### src/core/crfda_pkg.sv
/*
 package for the working register file and data-space address unit:
 region limits, addressing modes, request and answer structs.
 assumes a single system clock shared by decoder, alu and sram.
*/
package crfda_pkg;
    localparam int NUM_REGS      = 32;
    localparam int IO_REGS       = 64;
    localparam logic [15:0] IO_BASE   = 16'h0020;
    localparam logic [15:0] SRAM_BASE = 16'h0060;
    localparam int SRAM_SIZE_SMALL = 256;
    localparam int SRAM_SIZE_LARGE = 512;
    localparam logic [4:0] IMM_REG_BASE = 5'h10;
    localparam logic [4:0] PTR_A_LO = 5'h1a;
    localparam logic [4:0] PTR_B_LO = 5'h1c;
    localparam logic [4:0] PTR_C_LO = 5'h1e;
    localparam logic [7:0] REG_RESET = 8'h00;

    typedef enum logic [2:0] {
        CRF_MODE_NONE   = 3'h0,
        CRF_MODE_DIRECT = 3'h1,
        CRF_MODE_IO     = 3'h2,
        CRF_MODE_IND    = 3'h3,
        CRF_MODE_DISP   = 3'h4,
        CRF_MODE_PREDEC = 3'h5,
        CRF_MODE_POSTINC= 3'h6,
        CRF_MODE_LOOKUP = 3'h7
    } crf_mode_t;

    typedef enum logic [1:0] {
        CRF_PTR_A = 2'h0,
        CRF_PTR_B = 2'h1,
        CRF_PTR_C = 2'h2
    } crf_ptr_t;

    typedef enum logic [1:0] {
        CRF_RGN_REG  = 2'h0,
        CRF_RGN_IO   = 2'h1,
        CRF_RGN_SRAM = 2'h2,
        CRF_RGN_NONE = 2'h3
    } crf_rgn_t;

    // alu-side operation for one cycle
    typedef struct packed {
        logic       wr_en;
        logic       imm_op;
        logic [4:0] dest_reg_field;
        logic [4:0] src_reg_field;
        logic [7:0] result;
    } crf_alu_req_t;

    // memory-side addressing request
    typedef struct packed {
        logic       valid;
        crf_mode_t  mode;
        crf_ptr_t   ptr;
        logic [5:0] disp;
        logic [5:0] io_addr;
        logic [15:0] direct_addr;
        logic       store;
        logic [4:0] data_reg;
    } crf_mem_req_t;

    typedef struct packed {
        logic       valid;
        crf_rgn_t   region;
        logic [15:0] addr;
        logic       store;
        logic [7:0] wdata;
    } crf_mem_cmd_t;
endpackage : crfda_pkg

### src/core/crfda_top.sv
/*
 working register file (32 x 8) with three 16-bit index pointers and
 data-space address generation for all data addressing modes.
 assumes decoder, alu and data memory on I_CLK_SYS; memory answers
 loads by I_LOAD_VALID with data that is written to the named register.
*/
// Functional notes
// RQ1: thirty-two 8-bit registers; two reads, alu result written back same cycle.
// RQ2: top six registers double as three 16-bit pointers, still general purpose.
// RQ3: pointers pair even low byte, odd high byte: 27:26, 29:28, 31:30.
// RQ4: registers occupy the lowest 32 data-space addresses.
// RQ5: pointer accesses reach the working registers through that mapping. Code does this for stores only; loads there go out on O_MEM_CMD.
// RQ6: 64 i/o addresses reachable directly and at data addresses 0x20..0x5f.
// RQ7: first 96 addresses registers plus i/o, next 256 or 512 sram.
// RQ8: immediate-operand instructions only write registers 16 to 31.
// RQ9: register and single-register operations may select any register.
// RQ10: operands from src and dest fields, result into dest register.
// RQ11: i/o-direct takes 6-bit i/o address; register field selects data register.
// RQ12: direct access takes full 16-bit address from second instruction word.
// RQ13: displacement adds 6-bit unsigned offset to pointer b or c, unchanged.
// RQ14: displacement covers 63 locations beyond the pointer base.
// RQ15: plain indirect uses the unmodified pointer as address.
// RQ16: pre-decrement lowers pointer by one, writes back, uses lowered value.
// RQ17: post-increment uses original pointer, then writes back pointer plus one.
// RQ18: one pointer also supplies program-memory byte address for constant look-up.
// RQ19: look-up word from pointer c bits 15..1; bit 0 picks high byte.
`timescale 1ns/10ps
`default_nettype none
module crfda_top
    import crfda_pkg::*;
#(
    parameter int SRAM_SIZE = SRAM_SIZE_SMALL
)(
    input  wire logic                   I_CLK_SYS,      // system clock
    input  wire logic                   I_SRST,         // sync reset, high
    input  wire crfda_pkg::crf_alu_req_t I_ALU,         // alu operation
    input  wire crfda_pkg::crf_mem_req_t I_MEM,         // memory access request
    input  wire logic                   I_LOAD_VALID,   // load data returns
    input  wire logic [4:0]             I_LOAD_REG,     // load target register
    input  wire logic [7:0]             I_LOAD_DATA,    // load data
    input  wire logic [4:0]             I_RD_A_SEL,     // read port a select
    input  wire logic [4:0]             I_RD_B_SEL,     // read port b select
    output logic [7:0]                  O_RD_A,         // registered port a data
    output logic [7:0]                  O_RD_B,         // registered port b data
    output crfda_pkg::crf_mem_cmd_t     O_MEM_CMD,      // decoded data access
    output logic [5:0]                  O_IO_ADDR,      // i/o register index
    output logic                        O_LOOKUP_VALID, // look-up address valid
    output logic [14:0]                 O_LOOKUP_WORD,  // program word address
    output logic                        O_LOOKUP_HIGH,  // high byte select
    output logic                        O_IMM_REJECT    // illegal imm destination
);
    import crfda_pkg::*;

    logic [7:0] regs_r   [NUM_REGS];
    logic [7:0] regs_nxt [NUM_REGS];

    crf_mem_cmd_t cmd_r;
    crf_mem_cmd_t cmd_nxt;
    logic [5:0]   io_r;
    logic [5:0]   io_nxt;
    logic         lk_v_r;
    logic         lk_v_nxt;
    logic [14:0]  lk_w_r;
    logic [14:0]  lk_w_nxt;
    logic         lk_h_r;
    logic         lk_h_nxt;
    logic         rej_r;
    logic         rej_nxt;
    logic [7:0]   rda_r;
    logic [7:0]   rda_nxt;
    logic [7:0]   rdb_r;
    logic [7:0]   rdb_nxt;

    // region of a data-space address
    function automatic crf_rgn_t region_of(input logic [15:0] a);
        if (a < IO_BASE)
            region_of = CRF_RGN_REG;                                // RQ4
        else if (a < SRAM_BASE)
            region_of = CRF_RGN_IO;                                 // RQ6
        else if (a < SRAM_BASE + 16'(SRAM_SIZE))
            region_of = CRF_RGN_SRAM;                               // RQ7
        else
            region_of = CRF_RGN_NONE;
    endfunction : region_of

    // low register number of a pointer pair
    function automatic logic [4:0] ptr_lo(input crf_ptr_t p);
        unique case (p)
            CRF_PTR_A: ptr_lo = PTR_A_LO;                           // RQ3
            CRF_PTR_B: ptr_lo = PTR_B_LO;                           // RQ3
            default:   ptr_lo = PTR_C_LO;                           // RQ3
        endcase
    endfunction : ptr_lo

    logic [4:0]  plo;
    logic [4:0]  phi;
    logic [15:0] pval;
    logic [15:0] paddr;
    logic [15:0] pnew;
    logic        pwb;
    logic [7:0]  store_data;

    always_comb
    begin
        plo = ptr_lo(I_MEM.ptr);
        phi = plo | 5'h01;
        pval = {regs_r[phi], regs_r[plo]};                          // RQ2
        paddr = pval;                                               // RQ15
        pnew = pval;
        pwb = 1'b0;
        unique case (I_MEM.mode)
            CRF_MODE_DISP:
                // base stays put, offset 0..63
                paddr = pval + {10'h000, I_MEM.disp};               // RQ13 RQ14
            CRF_MODE_PREDEC:
            begin
                pnew = pval - 16'h0001;                             // RQ16
                paddr = pnew;
                pwb = 1'b1;
            end
            CRF_MODE_POSTINC:
            begin
                pnew = pval + 16'h0001;                             // RQ17
                pwb = 1'b1;
            end
            default:
                paddr = pval;
        endcase
        store_data = regs_r[I_MEM.data_reg];
    end

    always_comb
    begin
        cmd_nxt = '0;
        io_nxt = io_r;
        lk_v_nxt = 1'b0;
        lk_w_nxt = lk_w_r;
        lk_h_nxt = lk_h_r;
        if (I_MEM.valid)
        begin
            unique case (I_MEM.mode)
                CRF_MODE_DIRECT:
                    cmd_nxt.addr = I_MEM.direct_addr;               // RQ12
                CRF_MODE_IO:
                begin
                    cmd_nxt.addr = IO_BASE + {10'h000, I_MEM.io_addr}; // RQ11 RQ6
                    io_nxt = I_MEM.io_addr;                         // RQ11
                end
                CRF_MODE_LOOKUP:
                begin
                    lk_v_nxt = 1'b1;                                // RQ18
                    lk_w_nxt = {regs_r[PTR_C_LO | 5'h01], regs_r[PTR_C_LO][7:1]}; // RQ19
                    lk_h_nxt = regs_r[PTR_C_LO][0];                 // RQ19
                end
                CRF_MODE_NONE:
                    cmd_nxt.addr = '0;
                default:
                    cmd_nxt.addr = paddr;                           // RQ5
            endcase
            if (I_MEM.mode != CRF_MODE_LOOKUP && I_MEM.mode != CRF_MODE_NONE)
            begin
                cmd_nxt.valid = 1'b1;
                cmd_nxt.region = region_of(cmd_nxt.addr);           // RQ7
                cmd_nxt.store = I_MEM.store;
                cmd_nxt.wdata = store_data;
            end
        end
    end

    // register file write ports: alu, load, register-mapped store, pointer
    always_comb
    begin
        for (int i = 0; i < NUM_REGS; i++)
            regs_nxt[i] = regs_r[i];
        rej_nxt = 1'b0;
        if (I_ALU.wr_en)
        begin
            if (I_ALU.imm_op && I_ALU.dest_reg_field < IMM_REG_BASE)
                rej_nxt = 1'b1;                                     // RQ8
            else
                regs_nxt[I_ALU.dest_reg_field] = I_ALU.result;      // RQ1 RQ9 RQ10
        end
        if (I_LOAD_VALID)
            regs_nxt[I_LOAD_REG] = I_LOAD_DATA;                     // RQ4
        if (cmd_r.valid && cmd_r.store && cmd_r.region == CRF_RGN_REG)
            regs_nxt[cmd_r.addr[4:0]] = cmd_r.wdata;                // RQ4 RQ5
        if (I_MEM.valid && pwb)
        begin
            regs_nxt[plo] = pnew[7:0];                              // RQ16 RQ17
            regs_nxt[phi] = pnew[15:8];
        end
        rda_nxt = regs_r[I_RD_A_SEL];                               // RQ1 RQ10
        rdb_nxt = regs_r[I_RD_B_SEL];                               // RQ10
    end

    always_ff @(posedge I_CLK_SYS)
    begin
        if (I_SRST)
        begin
            for (int i = 0; i < NUM_REGS; i++)
                regs_r[i] <= REG_RESET;
            cmd_r  <= '0;
            io_r   <= '0;
            lk_v_r <= 1'b0;
            lk_w_r <= '0;
            lk_h_r <= 1'b0;
            rej_r  <= 1'b0;
            rda_r  <= '0;
            rdb_r  <= '0;
        end
        else
        begin
            regs_r <= regs_nxt;
            cmd_r  <= cmd_nxt;
            io_r   <= io_nxt;
            lk_v_r <= lk_v_nxt;
            lk_w_r <= lk_w_nxt;
            lk_h_r <= lk_h_nxt;
            rej_r  <= rej_nxt;
            rda_r  <= rda_nxt;
            rdb_r  <= rdb_nxt;
        end
    end

    assign O_RD_A         = rda_r;
    assign O_RD_B         = rdb_r;
    assign O_MEM_CMD      = cmd_r;
    assign O_IO_ADDR      = io_r;
    assign O_LOOKUP_VALID = lk_v_r;
    assign O_LOOKUP_WORD  = lk_w_r;
    assign O_LOOKUP_HIGH  = lk_h_r;
    assign O_IMM_REJECT   = rej_r;
endmodule : crfda_top
`default_nettype wire

### config.mk
export PLATFORM = sky130hd
export DESIGN_NAME = crfda_top
export DESIGN_NICKNAME = d
export VERILOG_FILES = /design/src/core/crfda_pkg.sv /design/src/core/crfda_top.sv
export SDC_FILE = /design/constraint.sdc
export NUM_CORES = 1
export LEC_CHECK = 0
export BUFFER_PORTS_ARGS = -buffer_cell sky130_fd_sc_hd__buf_2
export CAP_MARGIN = 20
export CORE_UTILIZATION = 45
export CTS_CLUSTER_DIAMETER = 50
export CTS_CLUSTER_SIZE = 12
export DETAILED_ROUTE_END_ITERATION = 10
export MAX_ROUTING_LAYER = met4
export PLACE_DENSITY = 0.59
export SLEW_MARGIN = 0
export SYNTH_ARGS = -nofsm -noshare
export SYNTH_HDL_FRONTEND = slang
export SYNTH_SLANG_ARGS = --single-unit
### constraint.sdc
create_clock -name I_CLK_SYS -period 7.1 [get_ports I_CLK_SYS]
set_input_delay 0.355 -clock I_CLK_SYS [delete_from_list [all_inputs] [get_ports I_CLK_SYS]]
set_output_delay 0.355 -clock I_CLK_SYS [all_outputs]
set_load 0.005 [all_outputs]
==> metrics.txt, run 1 <==
clock period minus final worst setup slack=4.15 ns; Critical Path RT=7.55 ns; Avg Cell Area, Syn=8.92 um^2; Final Hold Viols=0; first-pass GRT wire length=155 mm; number of synthesized flops with an enable pin=0; Netlist Area Pre-Place=0.0246 mm^2; Bufs on Longest Clock Path=3; FF+latch count, synth=324; register area share after synthesis=26.4%; Worst Setup End Kind=flip-flop; Max Cap Viol=0; GP Congestion=1.04; TritonCTS clock tree=yes; fraction of registers with async set/reset=0%; maximum vdd drop=0.156 mV; setup ws final=2.95 ns; yosys warns=0; Sinks on Clock Net=324; pre-CTS WS=2.50 ns; layout cells sized above 1=20.2%; CP startpoint kind=input pin; overall routing resource usage=38.9%; PortBufs=148; static leakage=9.73 nW; clk_skew=0.0351 ns; Post-route DRC=0; Hold/Removal Path Class=in2reg; normalized max-slew margin=19.4%; Netlist cell types=77; Remaining Overflow, GRT=0; Synth Flop Type=dfxtp_1; WS Path Type=in2reg; Die Y=236 um; crit-path max FO=42; routed len/inst=30.9 um; Area Overhead vs Synth=10.9%; Synth Net Count=2853; IO Count=154; number of global-route vias before repair=22181; Critical Path AT=4.61 ns; Die Width=236 um; Cells after Synth=2758; DP HPWL=71.5 mm; Tcrit/Tclk final=58.5%; core outline area=0.0539 mm^2; status=complete, no violations; CTS clk-pin slew, worst paths=0.06 ns; Max Clk Rate=0.241 GHz; ANT nets after route=0; vias=24504; P per Cell Area=195 mW/mm^2; Post-Route WL=107 mm; buffer count from post-CTS setup fixing=0; pin count of the biggest net entering global routing=183; CTS buffer count=50; # nets final=2819; Final setup viols=0; Sum Neg Setup Slack=0 ns; CTS root buf=clkbuf_16; Rows=85; DR vias/cell=7.06; Worst Tran Pin Value=1.20 ns; Die Footprint=0.0556 mm^2; Final Core Density=50.6%; H-Tree Depth=2; initial antenna violation count=9; clock latency on the worst-skew pair=0.61 ns; initial core utilization=45.6%; Slew Limit Fails=0; RSZ-0062 raised after global routing=false; Iter 0 DRT Violations=3624; drt pass-1 iters=8
[cells by family after synthesis]
kind of cell               after synthesis  synth area share [%]
muxes                                  551                  34.7
DFF                                    324                  26.4
xor gates and xnor gates                18                 0.641
AOI/OAI and AO/OA                      679                  18.2
adders and majority gates                9                 0.488
and+or+nand+nor                        890                  15.1
buffers and inverters                  287                  4.55
[report_power, final]
part / switching, W / internal (W)
sequential: 0.0000658 / 0.00186
clock: 0.00107 / 0.00157
combinational: 0.000486 / 0.000271
total: 0.00162 / 0.00370
[critical path, stage by stage]
cell	delay (ns)
buf_2	0.72
o21a_1	0.36
clkinv_1	0.43
ha_1	0.40
a211oi_1	0.21
nor2_1	0.12
o41ai_1	0.39
buf_4	0.22
nor3_1	0.08
nand3_1	0.19
mux2i_1	0.20
a21bo_2	0.24
a21o_1	0.20
nor4_2	0.33
a21oi_1	0.13
[area by class of cell]
| class | instances | area, um^2 |
|---|---|---|
| repair buffers | 187 | 1080 |
| diodes | 9 | 22.5 |
| clock buffers | 57 | 1340 |
| inverters | 14 | 52.6 |
| fillers | 4999 | 26600 |
| multi-input cells | 2147 | 17000 |
| well taps | 696 | 871 |
| clock inverters | 37 | 423 |
| flip-flops and latches | 324 | 6490 |
[cell usage in the layout (no fill, tap or decap), types with 6 or more instances in the layout]
master and instances:
nand2_1 126, nor3b_1 7, inv_6 8, inv_1 11, nor3_1 43, nand3b_1 8
a22oi_1 8, dfxtp_1 318, nand3_1 19, nor2_1 623, xnor2_1 14, clkbuf_16 51
clkinvlp_4 9, mux2i_1 304, a21oi_1 248, o21a_1 12, buf_4 36, clkinv_4 7
buf_2 144, dfxtp_2 6, mux4_2 240, diode_2 9, nand4_1 8, a211oi_1 337
o21ai_0 24, nand2b_1 7, ha_1 8
[synth_stat cells (11+ instances only)]
| cell | instances | area [um^2] |
|---|---|---|
| a211oi_1 | 337 | 2530 |
| a21oi_1 | 248 | 1240 |
| buf_1 | 29 | 109 |
| clkbuf_1 | 237 | 890 |
| dfxtp_1 | 324 | 6490 |
| inv_1 | 11 | 41.3 |
| mux2i_1 | 304 | 3040 |
| mux4_2 | 240 | 5410 |
| nand2_1 | 126 | 473 |
| nand3_1 | 19 | 95.1 |
| nor2_1 | 624 | 2340 |
| nor3_1 | 45 | 225 |
| o21a_1 | 12 | 90.1 |
| o21ai_0 | 24 | 120 |
| xnor2_1 | 14 | 123 |
[stage by stage]
stage          instance area, um^2  hold slack (ns)  power [W]  instances
3_5_place_dp                 25400            0.447    0.00269       3354
6_report                     27300           0.0273    0.00532       3471
2_1_floorplan                24600            0.453    0.00243       2758
4_1_cts                      27200          0.00674    0.00530       3451
3_3_place_gp                 25400            0.441    0.00268       3352
5_1_grt                      27300           0.0272    0.00545       3470
[registers in the layout (all words and copies together) (netlist names)]
register,count
O_LOOKUP_WORD,15
O_LOOKUP_HIGH,1
O_MEM_CMD,28
O_RD_B,8
O_IMM_REJECT,1
O_RD_A,8
O_LOOKUP_VALID,1
O_IO_ADDR,6
regs_r,256
[layer usage]
| metal | vias up | track usage, % | share of wire (%) |
|---|---|---|---|
| li1 | 10341 | - | - |
| met1 | 12001 | 53.2 | 40 |
| met2 | 1875 | 51.6 | 40 |
| met3 | 287 | 13.5 | 15 |
| met4 | 0 | 16.0 | 4.6 |
| met5 | - | - | 0 |
[worst paths after layout]
kind	startpoint	endpoint	slack (ns)	cells after the start
min reg2reg	O_LOOKUP_WORD[2]	O_LOOKUP_WORD[2]	0.45	2
max reg2reg	regs_r[8]	O_MEM_CMD[26]	3.03	15
min	I_MEM[19]	O_MEM_CMD[22]	0.03	3
max	I_MEM[35]	O_MEM_CMD[26]	2.95	15
[repair_timing]
item / in CTS / in global routing
endpoints found under the hold margin: 3 / 0
setup endpoints to repair: 0 / 0
hold buffers: 3 / 0
gates resized for setup: 0 / 0
Note: power is estimated with default switching activity, not from simulation.
==> run 2, diff against run 1 <==
==> constraint.sdc (replaced) <==
create_clock -name I_CLK_SYS -period 3.89 [get_ports I_CLK_SYS]
set_input_delay 0.1945 -clock I_CLK_SYS [delete_from_list [all_inputs] [get_ports I_CLK_SYS]]
set_output_delay 0.1945 -clock I_CLK_SYS [all_outputs]
set_load 0.005 [all_outputs]
==> run 2 against run 1 <==
  * Sequential power increased by 82%
  * Clock power increased by 73%
  * Sequential share of layout area decreased by 0.73 points
  * Cell count increased by 3.1%
  * Critical path depth unchanged
  * Largest cell class unchanged
==> metrics.txt, run 2 (synthesized netlist as in run 1, its figures left out) <==
status=complete, no violations; WS Path Type=reg2reg; DP HPWL=74.1 mm (+3.6%); CTS clk-pin slew, worst paths=0.06 ns (about the same); Combinational Power Share=15.3% (+1.1 points); Worst Tran Pin Value=1.31 ns (+0.105 ns); R2R depth=15 (unchanged); min-delay src=I_MEM[6]; WP depth=15 (unchanged); Seq pwr share=36.8% (+0.6 points); Bufs on Longest Clock Path=3 (unchanged); Post-route DRC=0 (unchanged); layout cells sized above 1=22.8% (+2.6 points); TritonCTS clock tree=yes; Die Width=236 um (unchanged); CTS buffer count=48 (-4.0%); # nets final=2928 (+3.9%); vias=25112 (+2.5%); setup ws final=0.310 ns (-2.64 ns); Final Hold Viols=0 (unchanged); first-pass GRT wire length=161 mm (+4.2%); Pwr Total=0.00956 W (+79%); normalized max-slew margin=12.7% (-6.7 points); switching share of power=30.8% (+0.38 points); most frequent cells in the layout=623 x nor2_1, 337 x a211oi_1, 317 x dfxtp_1; Final setup viols=0 (unchanged); clk_skew=0.0436 ns (+0.00852 ns); Hold/Removal Path Class=in2reg; Max Clk Rate=0.279 GHz; CP startpoint kind=flip-flop; GP Congestion=1.04 (+0.14%); Reg with most FFs=regs_r; Sinks on Clock Net=324 (unchanged); Remaining Overflow, GRT=0 (unchanged); Rows=85 (unchanged); pre-CTS WS=0.151 ns (-2.35 ns); P_sw=0.00295 W (+82%); final hold slack=0.0133 ns (-0.0140 ns); H-Tree Depth=2 (unchanged); Post-Route WL=111 mm (+3.7%); PortBufs=148 (unchanged); Iter 0 DRT Violations=3860 (+6.5%); ANT nets after route=0 (unchanged); initial antenna violation count=12 (+3); internal power=0.00661 W (+79%); worst path bufs/invs=2 (-1); crit path cell chain=mux2i_1, o21a_1, clkinv_1, ha_1, inv_1, fa_1, nor2b_1, o31ai_1, a21oi_2, a311o_1, o21ai_0, a211oi_1, nand4_1, nor4_2, a31oi_1; P per Cell Area=340 mW/mm^2 (+74%); Slowest Stage Delay on Critical Path=0.43 ns (-0.29 ns); hold path cells=5 (+2); Die Y=236 um (unchanged); clock period minus final worst setup slack=3.58 ns; Max Cap Viol=0 (unchanged); core outline area=0.0539 mm^2 (unchanged); reg2reg end=O_MEM_CMD[25]; Clk pwr share=47.8% (-1.8 points); FF-to-FF Start=regs_r[24]; pin count of the biggest net entering global routing=204 (+11%); RSZ-0062 raised after global routing=false; Slew Limit Fails=0 (unchanged); Area Overhead vs Synth=14.4%; delay-heaviest family, CP=compound AO/OA/AOI/OAI gates; static leakage=10.3 nW (+5.5%); drt pass-1 iters=6 (-2); Final Core Density=52.2% (+1.6 points); crit-path max FO=5 (-88%); routed len/inst=31.1 um (+0.66%); Worst Setup End Kind=flip-flop; Sum Neg Setup Slack=0 ns (unchanged); initial core utilization=45.6% (unchanged); slowest stage cell, crit path=fa_1; Hold Path Sink=O_MEM_CMD[9]; number of global-route vias before repair=23222 (+4.7%); maximum vdd drop=0.405 mV (+160%); clock latency on the worst-skew pair=0.63 ns (+0.02 ns); Tcrit/Tclk final=92.0%; overall routing resource usage=40.7% (+1.8 points); Largest register FFs=256 (unchanged); Critical Path AT=4.05 ns (-0.56 ns); CTS root buf=clkbuf_16; DR vias/cell=7.02 (-0.56%); Die Footprint=0.0556 mm^2 (unchanged); IO Count=154 (unchanged); reg2reg setup slack=0.31 ns (-2.72 ns); most common cell after layout, fill and taps aside=nor2_1; Critical Path RT=4.36 ns (-3.19 ns); fill cell count=4954 (-0.90%)
[run 2: power groups by stage]
stage               clock network [W]  logic, W  registers, W
finish                        0.00457   0.00147       0.00352
global route                  0.00473   0.00152       0.00352
CTS                           0.00459   0.00141       0.00351
detailed placement                  0   0.00139       0.00358
global placement                    0   0.00138       0.00357
floorplan                           0  0.000913       0.00352
[run 2: final cells by class]
cell class / instances / area [um^2] / share of cell area (%)
Antenna cell: 9 / 22.5 / 0.0800
Sequential cell: 324 / 6490 / 23.1
Multi-Input combinational cell: 2147 / 17000 / 60.5
Inverter: 14 / 52.6 / 0.187
Timing Repair Buffer: 298 / 2050 / 7.27
Tap cell: 696 / 871 / 3.09
Clock inverter: 31 / 320 / 1.14
Clock buffer: 58 / 1320 / 4.69
[run 2: metrics by stage]
stage                     instance area [um^2]  std cells
after detailed placement                 26300       3462
after global routing                     28100       3576
after global placement                   26300       3462
after CTS                                28100       3566
final                                    28100       3577
after floorplan                          24600       2758
[run 2: worst max path at each step]
| stage | startpoint | endpoint |
|---|---|---|
| 2_1_floorplan | I_MEM[34] | O_MEM_CMD[25] |
| 3_3_place_gp | I_MEM[34] | O_MEM_CMD[25] |
| 3_5_place_dp | I_MEM[34] | O_MEM_CMD[25] |
| 4_1_cts | regs_r[26] | O_MEM_CMD[25] |
| 5_1_grt | regs_r[24] | O_MEM_CMD[25] |
| 6_report | regs_r[24] | O_MEM_CMD[25] |
[run 2: repair_timing]
action                     4_1_cts  5_1_grt
hold buffers                    15        0
resized for setup                0        3
buffers inserted                 0        0
setup endpoints to repair        0        2
hold endpoints to repair        22        0
[run 2: routing by layer]
metal / track usage (%) / vias up / wire length [um]
met2: 54.5 / 1879 / 45500
li1: - / 10573 / -
met4: 18.6 / 0 / 5360
met1: 55.6 / 12339 / 44100
met3: 12.4 / 321 / 16300
met5: - / - / 0
[run 2: tightest hold or removal path, cell delays in order]
cell and delay [ns]:
buf_2 0.09, a22oi_1 0.07, nor2_1 0.09, a21oi_1 0.05, nor2_1 0.08
